File: src/logic/adcc_pkg.sv
package adcc_pkg;
   // Register byte addresses on the Wishbone bus.
   localparam logic [4:0] ADCC_OFS_REF_CHAN = 5'h00;
   localparam logic [4:0] ADCC_OFS_CSR_PRI = 5'h04;
   localparam logic [4:0] ADCC_OFS_CSR_SEC = 5'h08;
   localparam logic [4:0] ADCC_OFS_RES_LOW = 5'h0C;
   localparam logic [4:0] ADCC_OFS_RES_HIGH = 5'h10;
   localparam int ADCC_ADDR_W = 5;
   localparam logic [7:0] ADCC_RESET_BYTE = 8'h00;

   // Reference and channel select register fields.
   localparam int ADCC_REF_HI = 7;
   localparam int ADCC_REF_LO = 6;
   localparam int ADCC_LEFT_BIT = 5;
   localparam int ADCC_CHAN_HI = 4;
   localparam int ADCC_CHAN_LO = 0;

   // Primary control and status register fields.
   localparam int ADCC_EN_BIT = 7;
   localparam int ADCC_START_BIT = 6;
   localparam int ADCC_AUTO_BIT = 5;
   localparam int ADCC_FLAG_BIT = 4;
   localparam int ADCC_IE_BIT = 3;
   localparam int ADCC_DIV_HI = 2;
   localparam int ADCC_DIV_LO = 0;

   // Secondary control register fields.
   localparam int ADCC_HSM_BIT = 7;
   localparam int ADCC_CURRENT_SOURCE_INPUT_BIT = 6;
   localparam int ADCC_ANALOG_REFERENCE_PIN_BIT = 5;
   localparam int ADCC_TRIG_HI = 3;
   localparam int ADCC_TRIG_LO = 0;
   localparam logic [7:0] ADCC_SEC_WMASK = 8'hEF;

   // Reference codes.
   localparam logic [1:0] ADCC_REF_EXT = 2'h0;
   localparam logic [1:0] ADCC_REF_AVCC = 2'h1;
   localparam logic [1:0] ADCC_REF_RSVD = 2'h2;
   localparam logic [1:0] ADCC_REF_INT = 2'h3;

   // Channel codes.
   localparam logic [4:0] ADCC_CH_TEMP = 5'h0B;
   localparam logic [4:0] ADCC_CH_BANDGAP = 5'h11;
   localparam logic [4:0] ADCC_CH_LAST = 5'h12;
   localparam int ADCC_CH_COUNT = 19;

   // Trigger sources: zero is free running, the reserved codes start here.
   localparam logic [3:0] ADCC_TRIG_FREE = 4'h0;
   localparam logic [3:0] ADCC_TRIG_RSVD = 4'hE;
   localparam int ADCC_TRIG_COUNT = 14;

   // Prescaler codes at or below this divide by two.
   localparam logic [2:0] ADCC_DIV_MIN_CODE = 3'h1;
   localparam int ADCC_DIV_CNT_W = 7;

   localparam int ADCC_RES_W = 10;
endpackage

File: src/logic/adcc_clk_if.sv
`timescale 1ns/1ps
interface adcc_clk_if;
   logic [2:0] div_sel;
   logic tick;
   modport src (input div_sel, output tick);
   modport sink (output div_sel, input tick);
endinterface

File: src/logic/adcc_prescaler.sv
`timescale 1ns/1ps
module adcc_prescaler
   import adcc_pkg::*;
#(
   parameter int CNT_W = ADCC_DIV_CNT_W
)
(
   // Clock and control.
   input wire logic clk_i,
   input wire logic rst_i,
   input wire logic ce_i,
   // Divider select in, converter clock tick out.
   adcc_clk_if.src clk_if
);
   logic [CNT_W-1:0] cnt_reg;
   logic [CNT_W-1:0] cnt_next;
   logic [CNT_W-1:0] last_count;
   logic [CNT_W:0] divisor;
   logic tick_reg;
   wire at_last;

   // The two lowest codes both divide by two.
   assign divisor = (clk_if.div_sel <= ADCC_DIV_MIN_CODE) ? (CNT_W+1)'(2) : (CNT_W+1)'(1) << clk_if.div_sel;
   assign last_count = CNT_W'(divisor - (CNT_W+1)'(1));
   assign at_last = (cnt_reg >= last_count);
   assign cnt_next = at_last ? '0 : cnt_reg + CNT_W'(1);
   assign clk_if.tick = tick_reg;

   always_ff @(posedge clk_i)
   begin
      if (rst_i)
      begin
         cnt_reg <= '0;
         tick_reg <= 1'b0;
      end
      else if (ce_i)
      begin
         cnt_reg <= cnt_next;
         tick_reg <= at_last;
      end
   end
endmodule

File: src/logic/adcc_top.sv
// Design decisions made here: the Wishbone slave port and the register addresses.
`timescale 1ns/1ps
module adcc_top
   import adcc_pkg::*;
#(
   parameter int RES_W = ADCC_RES_W
)
(
   // Clock, reset and clock enable.
   input wire logic clk_i,
   input wire logic rst_i,
   input wire logic ce_i,
   // Wishbone classic slave.
   input wire logic cyc_i,
   input wire logic stb_i,
   input wire logic we_i,
   input wire logic [adcc_pkg::ADCC_ADDR_W-1:0] adr_i,
   input wire logic [3:0] sel_i,
   input wire logic [31:0] dat_i,
   output logic [31:0] dat_o,
   output logic ack_o,
   // Conversion core.
   output logic core_power_o,
   output logic conv_go_o,
   output logic conv_init_o,
   output logic conv_busy_o,
   output logic adc_clk_tick_o,
   output logic high_speed_o,
   input wire logic conv_done_i,
   input wire logic [RES_W-1:0] conv_data_i,
   // Input multiplexer.
   output logic [adcc_pkg::ADCC_CH_COUNT-1:0] chan_route_o,
   output logic chan_valid_o,
   // Reference switches.
   output logic ref_ext_o,
   output logic ref_avcc_o,
   output logic ref_int_o,
   output logic ref_valid_o,
   output logic int_ref_on_o,
   output logic ref_pin_connect_o,
   output logic current_source_o,
   // Trigger flags and interrupt.
   input wire logic [adcc_pkg::ADCC_TRIG_COUNT-1:0] trig_flags_i,
   input wire logic irq_ack_i,
   output logic irq_o
);
   import adcc_pkg::*;

   typedef enum logic [2:0] {
      ADCC_IDLE = 3'b001,
      ADCC_LAUNCH = 3'b010,
      ADCC_CONVERT = 3'b100
   } adcc_state_t;

   adcc_state_t state_reg, state_next;
   logic [7:0] ref_chan_reg;
   logic [7:0] csr_pri_reg;
   logic [7:0] csr_sec_reg;
   logic [1:0] active_ref_reg;
   logic [4:0] active_chan_reg;
   logic power_reg;
   logic first_reg;
   logic [RES_W-1:0] result_reg;
   logic lock_reg;
   logic [ADCC_TRIG_COUNT-1:0] trig_prev_reg;
   logic ack_reg;
   logic [7:0] dat_reg;

   adcc_clk_if clk_bus ();

   adcc_prescaler #(
      .CNT_W(ADCC_DIV_CNT_W)
   ) u_prescaler (
      .clk_i(clk_i),
      .rst_i(rst_i),
      .ce_i(ce_i),
      .clk_if(clk_bus)
   );

   // Bus decode. A request is taken in the cycle before ack rises.
   wire bus_req = cyc_i && stb_i && !ack_reg;
   wire bus_wr = bus_req && we_i && sel_i[0];
   wire bus_rd = bus_req && !we_i;
   wire hit_ref = (adr_i == ADCC_OFS_REF_CHAN);
   wire hit_pri = (adr_i == ADCC_OFS_CSR_PRI);
   wire hit_sec = (adr_i == ADCC_OFS_CSR_SEC);
   wire hit_low = (adr_i == ADCC_OFS_RES_LOW);
   wire hit_high = (adr_i == ADCC_OFS_RES_HIGH);
   wire [7:0] wbyte = dat_i[7:0];
   wire wr_pri = bus_wr && hit_pri;

   // Field views.
   wire en_bit = csr_pri_reg[ADCC_EN_BIT];
   wire start_bit = csr_pri_reg[ADCC_START_BIT];
   wire auto_bit = csr_pri_reg[ADCC_AUTO_BIT];
   wire flag_bit = csr_pri_reg[ADCC_FLAG_BIT];
   wire ie_bit = csr_pri_reg[ADCC_IE_BIT];
   wire left_bit = ref_chan_reg[ADCC_LEFT_BIT];
   wire [3:0] trig_sel = csr_sec_reg[ADCC_TRIG_HI:ADCC_TRIG_LO];
   wire busy = (state_reg != ADCC_IDLE);
   wire done = (state_reg == ADCC_CONVERT) && conv_done_i;

   // Rising edge of the selected flag; flag n sits at trigger code n.
   wire [ADCC_TRIG_COUNT-1:0] trig_rise = trig_flags_i & ~trig_prev_reg;
   wire trig_ok = (trig_sel != ADCC_TRIG_FREE) && (trig_sel < ADCC_TRIG_RSVD);
   // A disabled converter ignores trigger edges, so no start can be armed behind its back.
   wire trig_hit = en_bit && auto_bit && trig_ok && trig_rise[trig_sel];
   wire free_run = auto_bit && (trig_sel == ADCC_TRIG_FREE);

   // Only a written one starts; a written zero leaves the start bit alone.
   wire sw_start = wr_pri && wbyte[ADCC_START_BIT] && wbyte[ADCC_EN_BIT];
   wire start_req = (start_bit || trig_hit) && power_reg && !busy;

   // Flag: the set wins over both clears.
   wire flag_clr = irq_ack_i || (wr_pri && wbyte[ADCC_FLAG_BIT]);
   wire flag_next = done || (flag_bit && !flag_clr);

   // Start bit stays up while converting, drops at completion unless free running restarts.
   wire start_next = sw_start || trig_hit || (start_bit && !done) || (done && free_run);

   wire [7:0] pri_next = {
      (wr_pri ? wbyte[ADCC_EN_BIT] : en_bit),
      (en_bit || wbyte[ADCC_EN_BIT]) ? start_next : 1'b0,
      (wr_pri ? wbyte[ADCC_AUTO_BIT] : auto_bit),
      flag_next,
      (wr_pri ? wbyte[ADCC_IE_BIT] : ie_bit),
      (wr_pri ? wbyte[ADCC_DIV_HI:ADCC_DIV_LO] : csr_pri_reg[ADCC_DIV_HI:ADCC_DIV_LO])
   };

   // State machine.
   always_comb
   begin
      state_next = state_reg;
      case (state_reg)
         ADCC_IDLE:
            if (start_req)
               state_next = ADCC_LAUNCH;
         ADCC_LAUNCH:
            state_next = ADCC_CONVERT;
         ADCC_CONVERT:
            if (conv_done_i)
               state_next = ADCC_IDLE;
         default:
            state_next = ADCC_IDLE;
      endcase
   end

   // Result justification is combinational so a justify write shows at once.
   wire [15:0] res_left = {result_reg, 6'h00};
   wire [15:0] res_right = {6'h00, result_reg};
   wire [15:0] res_view = left_bit ? res_left : res_right;

   wire [7:0] rd_byte = hit_ref ? ref_chan_reg :
                        hit_pri ? csr_pri_reg :
                        hit_sec ? csr_sec_reg :
                        hit_low ? res_view[7:0] :
                        hit_high ? res_view[15:8] : ADCC_RESET_BYTE;

   always_ff @(posedge clk_i)
   begin
      if (rst_i)
      begin
         ack_reg <= 1'b0;
         dat_reg <= ADCC_RESET_BYTE;
      end
      else if (ce_i)
      begin
         ack_reg <= bus_req;
         if (bus_rd)
            dat_reg <= rd_byte;
      end
   end

   always_ff @(posedge clk_i)
   begin
      if (rst_i)
      begin
         ref_chan_reg <= ADCC_RESET_BYTE;
         csr_pri_reg <= ADCC_RESET_BYTE;
         csr_sec_reg <= ADCC_RESET_BYTE;
      end
      else if (ce_i)
      begin
         if (bus_wr && hit_ref)
            ref_chan_reg <= wbyte;
         if (bus_wr && hit_sec)
            csr_sec_reg <= wbyte & ADCC_SEC_WMASK;
         csr_pri_reg <= pri_next;
      end
   end

   // Reference, channel and power used by the analog side move only between conversions.
   always_ff @(posedge clk_i)
   begin
      if (rst_i)
      begin
         active_ref_reg <= ADCC_REF_EXT;
         active_chan_reg <= 5'h00;
         power_reg <= 1'b0;
      end
      else if (ce_i && !busy)
      begin
         active_ref_reg <= ref_chan_reg[ADCC_REF_HI:ADCC_REF_LO];
         active_chan_reg <= ref_chan_reg[ADCC_CHAN_HI:ADCC_CHAN_LO];
         power_reg <= en_bit;
      end
   end

   always_ff @(posedge clk_i)
   begin
      if (rst_i)
      begin
         state_reg <= ADCC_IDLE;
         first_reg <= 1'b0;
         trig_prev_reg <= '0;
      end
      else if (ce_i)
      begin
         state_reg <= state_next;
         trig_prev_reg <= trig_flags_i;
         if (!power_reg && en_bit && !busy)
            first_reg <= 1'b1;
         else if (done)
            first_reg <= 1'b0;
      end
   end

   // A completion that arrives while frozen still raises the flag but its data is dropped.
   always_ff @(posedge clk_i)
   begin
      if (rst_i)
      begin
         result_reg <= '0;
         lock_reg <= 1'b0;
      end
      else if (ce_i)
      begin
         if (done && !lock_reg)
            result_reg <= conv_data_i;
         if (bus_rd && hit_high)
            lock_reg <= 1'b0;
         else if (bus_rd && hit_low)
            lock_reg <= 1'b1;
      end
   end

   // Analog-side decode.
   wire ref_valid = (active_ref_reg != ADCC_REF_RSVD);
   wire chan_valid = (active_chan_reg <= ADCC_CH_LAST);
   wire needs_int = (active_ref_reg == ADCC_REF_INT) || (active_chan_reg == ADCC_CH_TEMP)
                    || (active_chan_reg == ADCC_CH_BANDGAP);

   genvar gi;
   generate
      for (gi = 0; gi < ADCC_CH_COUNT; gi++)
      begin : g_route
         assign chan_route_o[gi] = power_reg && (active_chan_reg == 5'(gi));
      end
   endgenerate

   assign clk_bus.div_sel = csr_pri_reg[ADCC_DIV_HI:ADCC_DIV_LO];
   assign adc_clk_tick_o = clk_bus.tick;
   assign dat_o = {24'h000000, dat_reg};
   assign ack_o = ack_reg;
   assign core_power_o = power_reg;
   assign conv_go_o = (state_reg == ADCC_LAUNCH);
   assign conv_init_o = first_reg && busy;
   assign conv_busy_o = busy;
   assign high_speed_o = csr_sec_reg[ADCC_HSM_BIT];
   assign chan_valid_o = chan_valid;
   assign ref_ext_o = (active_ref_reg == ADCC_REF_EXT);
   assign ref_avcc_o = (active_ref_reg == ADCC_REF_AVCC);
   assign ref_int_o = (active_ref_reg == ADCC_REF_INT);
   assign ref_valid_o = ref_valid;
   assign int_ref_on_o = power_reg && needs_int;
   assign ref_pin_connect_o = csr_sec_reg[ADCC_ANALOG_REFERENCE_PIN_BIT] && !csr_sec_reg[ADCC_CURRENT_SOURCE_INPUT_BIT];
   assign current_source_o = csr_sec_reg[ADCC_CURRENT_SOURCE_INPUT_BIT];
   assign irq_o = flag_bit && ie_bit;
endmodule

File: config.mk
export PLATFORM = sky130hd
export DESIGN_NAME = adcc_top
export DESIGN_NICKNAME = d
export VERILOG_FILES = /design/src/logic/adcc_pkg.sv /design/src/logic/adcc_clk_if.sv /design/src/logic/adcc_prescaler.sv /design/src/logic/adcc_top.sv
export SDC_FILE = /design/constraint.sdc
export NUM_CORES = 1
export LEC_CHECK = 0
export BUFFER_PORTS_ARGS = -buffer_cell sky130_fd_sc_hd__buf_2
export CORE_MARGIN = 2
export CORE_UTILIZATION = 50
export CTS_BUF_LIST = sky130_fd_sc_hd__clkbuf_4 sky130_fd_sc_hd__clkbuf_8
export DETAILED_ROUTE_END_ITERATION = 7
export GPL_TIMING_DRIVEN = 0
export PLACE_DENSITY_LB_ADDON = 0.1
export SETUP_SLACK_MARGIN = 0.1
export SLEW_MARGIN = 20
export SYNTH_ARGS = -nofsm -noshare
export SYNTH_HDL_FRONTEND = slang
export SYNTH_SLANG_ARGS = --single-unit
File: constraint.sdc
create_clock -name clk_i -period 3.5 [get_ports clk_i]
set_input_delay 0.7 -clock clk_i [delete_from_list [all_inputs] [get_ports clk_i]]
set_output_delay 0.7 -clock clk_i [all_outputs]
set_load 0.1 [all_outputs]
# == After elaboration in Yosys (flattened, before gate mapping) ==
# Cells that the tools add are included.
# totals
register_bits,77
latch_bits,0
ramBits,0
rom_bits,0
input_bits,73
out_inout_bits,67
wordCells,158
n_memories,0
# op_classes
addsub,2
mul,0
div,0
n_lt_le_gt_ge,5
n_eq_ne,31
n_shift,1
muxes,18
n_bitwise,2
reduce_logical,83
# ops
op,n
logical AND 1 bit,51
== test 5 x 4 -> 1 bit (second input constant),10
two-way mux 8 bit,5
== test 5 x 3 -> 1 bit (second input constant),5
== test 5 bit (second input constant),4
two-way mux 16 bit,1
bitwise AND 14 bit,1
two-way mux 7 bit,2
inverter 14 bit,1
AND reduction 2 bit,7
== test 5 x 2 -> 1 bit (second input constant),2
zero test 5 bit,2
logical OR 1 bit,9
case mux 3 bit (3 select lines),1
zero test 1 bit,8
adder 7 x 1 -> 7 bit (second input constant),1
>= comparator 7 bit,1
left shift 1 x 3 -> 7 bit (first input constant),1
subtractor 7 x 1 -> 7 bit (second input constant),1
two-way mux 1 bit,6
two-way mux 3 bit,2
!= test 2 bit (second input constant),3
== test 5 x 1 -> 1 bit (second input constant),1
<= comparator 5 bit (second input constant),1
other kinds (15),16

# == Depth between registers and ports, before layout ==
# logic_depth
word_depth,11
mapped_depth,7
mapped_depth_nobuf,7

# == Hierarchy ==
# A second synthesis with hierarchy kept.
# hier_totals
hier_cells,517
area_unflattened_um2,4250.3
# by_module_without_submodules
module,instances,cells_each,area_each_um2,seq_area_each_um2
adcc_top,1,450,3632.2,1381.3
adcc_prescaler,1,67,618.1,160.2

# == Worst setup path before layout ==
# No wires, ideal clock.
# synth_path
kind,reg-to-output
from,"reg power_reg, in the netlist core_power_o"
to,out int_ref_on_o
arrival_ns,4.382
t_required_ns,2.800
path_slack_ns,-1.582
stages_incl_launch_ff,4
n_path_buf,0
path_cell_list,dfxtp_1 nand3_1 nor3b_1 a211o_1
# synth_via
elab_chain_cells,1
# synth_lines
item,line_no,rtl
start: declaration,adcc_top.sv:61,logic power_reg;
start signal: assignment,adcc_top.sv:205,power_reg <= en_bit;
logical AND 1 bit,adcc_top.sv:275,assign int_ref_on_o = power_reg && needs_int;
end: declaration,adcc_top.sv:39,"output logic int_ref_on_o,"
# No other way between the ends.

# == Worst setup path in the final report ==
# Same ends and word-level chain as after synthesis.

==> results.ini <==
[timing]
tightestPinTransition_ns=0.667
maxSlewHeadroom_pct=55.5
post-route-period-util_pct=81.8
finalClockSkew_ns=0.00772
max_clock_freq_mhz=349
rsz0062_at_grt=false
finalSetupViolations=0
fin_ws_ns=0.638
hold_viol=0
fin_crit_ns=2.86
hold_ws_ns=0.482
drv_slew=0

[floorplanning]
rows=32
coreArea_sq_um=7810
die_width_um=94.4
die_area_sq_um=8910
die_h_um=94.4
initial_utilization_pct=52.3
io_pins=140

[logic_synthesis]
synth_edf_count=0
ys_warn_count=0
postSynthCellCount=502
async_reset_ff_share_pct=0
ys_ff_latch=76
ys_types=59
ys.flop_type=dfxtp_1
yosys-top-cells-area=dfxtp_1, mux2i_1, nor2_1, nand2_1, buf_4
synth_top_area_cell=dfxtp_1
avgSynthCellArea_sq_um=8.14
synth_area_sq_um=4090
ys_seq_area_share_pct=37.2
synth_top_area_share_pct=37.2

[place]
dp_hpwl_um=8160
dp_slack_ns=1.00
place_inst=713
io_buffers=86
gp_congestion=0.862
dpl_cell_area_sq_um=4780

[power_and_ir_drop]
pwr-share-seq_pct=50.2
power_switching_mw=0.535
clkPwrFrac_pct=32.7
finalPower_mw=1.76
ir_drop_mv=0.224
powerDensity_nw_per_um2=356
power.leakage_nw=2.13
power_switching_share_pct=30.4
comb_power_share_pct=17.0
intPower_mw=1.23

[global_route]
first_global_vias=3453
grt.total_usage_pct=24.7
antenna_found_initial=0
grt_max_degree=12
grt_pass1_wl_um=17100
grt.overflow.total=0

[clocking]
cts.reportedPaths.clkPinSlew_ns=0.07
htreeDepth=3
clock_sinks=76
cts-root-buf=clkbuf_8
cts_hold_buffers=0
cts-buffers-inserted=9
post_cts_resized=0
clockBufferDepth=2
clock_latency_ns=0.35
postCtsSetupRepairBufs=0
tritoncts=yes

[setup_path]
crit_path_end_kind=output pin
timing.rr.end=result_reg[3]
start_kind=flop
startpoint=core_power_o
reg2regPathDepth=6
crit_type=flop to output pin
critPathMaxFanout=7
arrival_ns=2.16
endpoint=int_ref_on_o
cp.required_ns=2.80
timing.rr.start=state_reg[2]
r2r_slack_ns=1.40

[flow_run]
max_cap_viol_count=0

[finish]
nets=703
fin_cells=727
largest_reg_flops=13
fillers=709
final_area_sq_um=4940
drive_gt1_share_pct=26.6
area_delta_synth_final_pct=20.9
insertedDiodeCount=0

[detailed_routing]
drcViolationCount=0
ant_nets=0
avgViaCountPerCell=5.35
vias=3893
wirelength_um=10600
dr.pass1.iters=5
wire_per_inst_um=14.6
first_iter_violations=332

[hold_path]
hold_path.class=flop to flop

[status]
outcome=finished, final reports clean

==> cell type report <==
| cell class | count | area (sq um) | share of cell area, % |
|---|---|---|---|
| buffer | 46 | 288 | 5.83 |
| clock buffer | 11 | 145 | 2.94 |
| clock inverter | 3 | 15.0 | 0.304 |
| inverter | 14 | 52.6 | 1.06 |
| multi-input combinational | 389 | 2360 | 47.8 |
| sequential | 76 | 1520 | 30.8 |
| tap | 102 | 128 | 2.58 |
| timing repair buffer | 86 | 430 | 8.71 |
==> routing by layer <==
| metal | GRT usage [%] | wire, um | share of wire [%] | vias to the layer above |
|---|---|---|---|---|
| met5 | 0 | 0 | 0 | - |
| met4 | 7.49 | 181 | 1.7 | 0 |
| met3 | 4.63 | 784 | 7.4 | 15 |
| met2 | 39.6 | 4880 | 46 | 157 |
| met1 | 33.7 | 4790 | 45 | 1787 |
| li1 | - | - | - | 1934 |
==> placed cells by master, fill, tap and decap left out, types with 7 or more instances in the layout <==
cell	count
nor2_1	67
a21oi_1	34
inv_1	13
nand2b_1	12
buf_4	27
buf_2	91
nor3_1	7
nor2_2	17
nand2_1	63
clkbuf_1	12
nand3_1	7
clkbuf_8	10
dfxtp_1	76
conb_1	25
ha_1	8
mux2i_1	35
o21ai_0	10
a211oi_1	8
==> power by group through the flow <==
| stage | Combinational [mW] | Clock [mW] | Sequential, mW |
|---|---|---|---|
| final | 0.300 | 0.576 | 0.884 |
| after global routing | 0.318 | 0.624 | 0.885 |
| after CTS | 0.298 | 0.586 | 0.884 |
| after detailed placement | 0.298 | 0 | 0.904 |
| after global placement | 0.295 | 0 | 0.903 |
| after floorplan | 0.212 | 0 | 0.927 |
==> worst max-delay path: stages, from the launching register on <==
cell	delay [ns]
dfxtp_1	0.51
inv_1	0.14
nor2_1	0.25
nand2_1	0.22
nor2_2	0.17
a211o_1	0.11
buf_2	0.42
==> how the worst min path moves through the flow <==
stage               cells past startpoint  slack [ns]         startpoint                 end
finish                                  2        0.48      result_reg[6]       result_reg[6]
global route                            2        0.51  trig_prev_reg[11]   trig_prev_reg[11]
CTS                                     2        0.48      result_reg[6]       result_reg[6]
detailed placement                      2        0.47          first_reg           first_reg
global placement                        2        0.46          first_reg           first_reg
floorplan                               2        0.44    ref_chan_reg[4]  active_chan_reg[4]
==> cell usage after synthesis, types with 4 or more instances <==
library cell,n
nor3_1,7
a221oi_1,6
nand3b_1,4
buf_4,27
clkbuf_1,12
inv_1,13
buf_2,5
nand2b_1,12
nand2_1,63
nor3b_1,7
nand3_1,7
a22oi_1,5
nor2_1,83
a21o_1,6
nor2b_1,5
a211oi_1,8
o32ai_1,4
dfxtp_1,76
o21ai_0,11
ha_1,8
a31oi_1,4
a21oi_1,34
mux2i_1,35
and2_1,4
==> metrics by stage <==
step / util, % / TNS (ns)
after detailed placement: 61.2 / 0
after global routing: 63.3 / 0
final: 63.3 / 0
after global placement: 61.2 / 0
after floorplan: - / -1.21
after CTS: 63.3 / 0
==> cell families (layout without fill, tap and decap cells) <==
kind of cell	Yosys count	after routing	share of synthesized area [%]
muxes	38	38	9.68
DFF	76	76	37.2
adders and majority gates	8	8	2.45
and+or+nand+nor	215	215	25.3
other	2	25	0.184
AOI/OAI and AO/OA	97	97	15.5
buffers and inverters	60	160	8.33
xor gates and xnor gates	6	6	1.29
No activity file was read; power rests on OpenSTA's default activity.
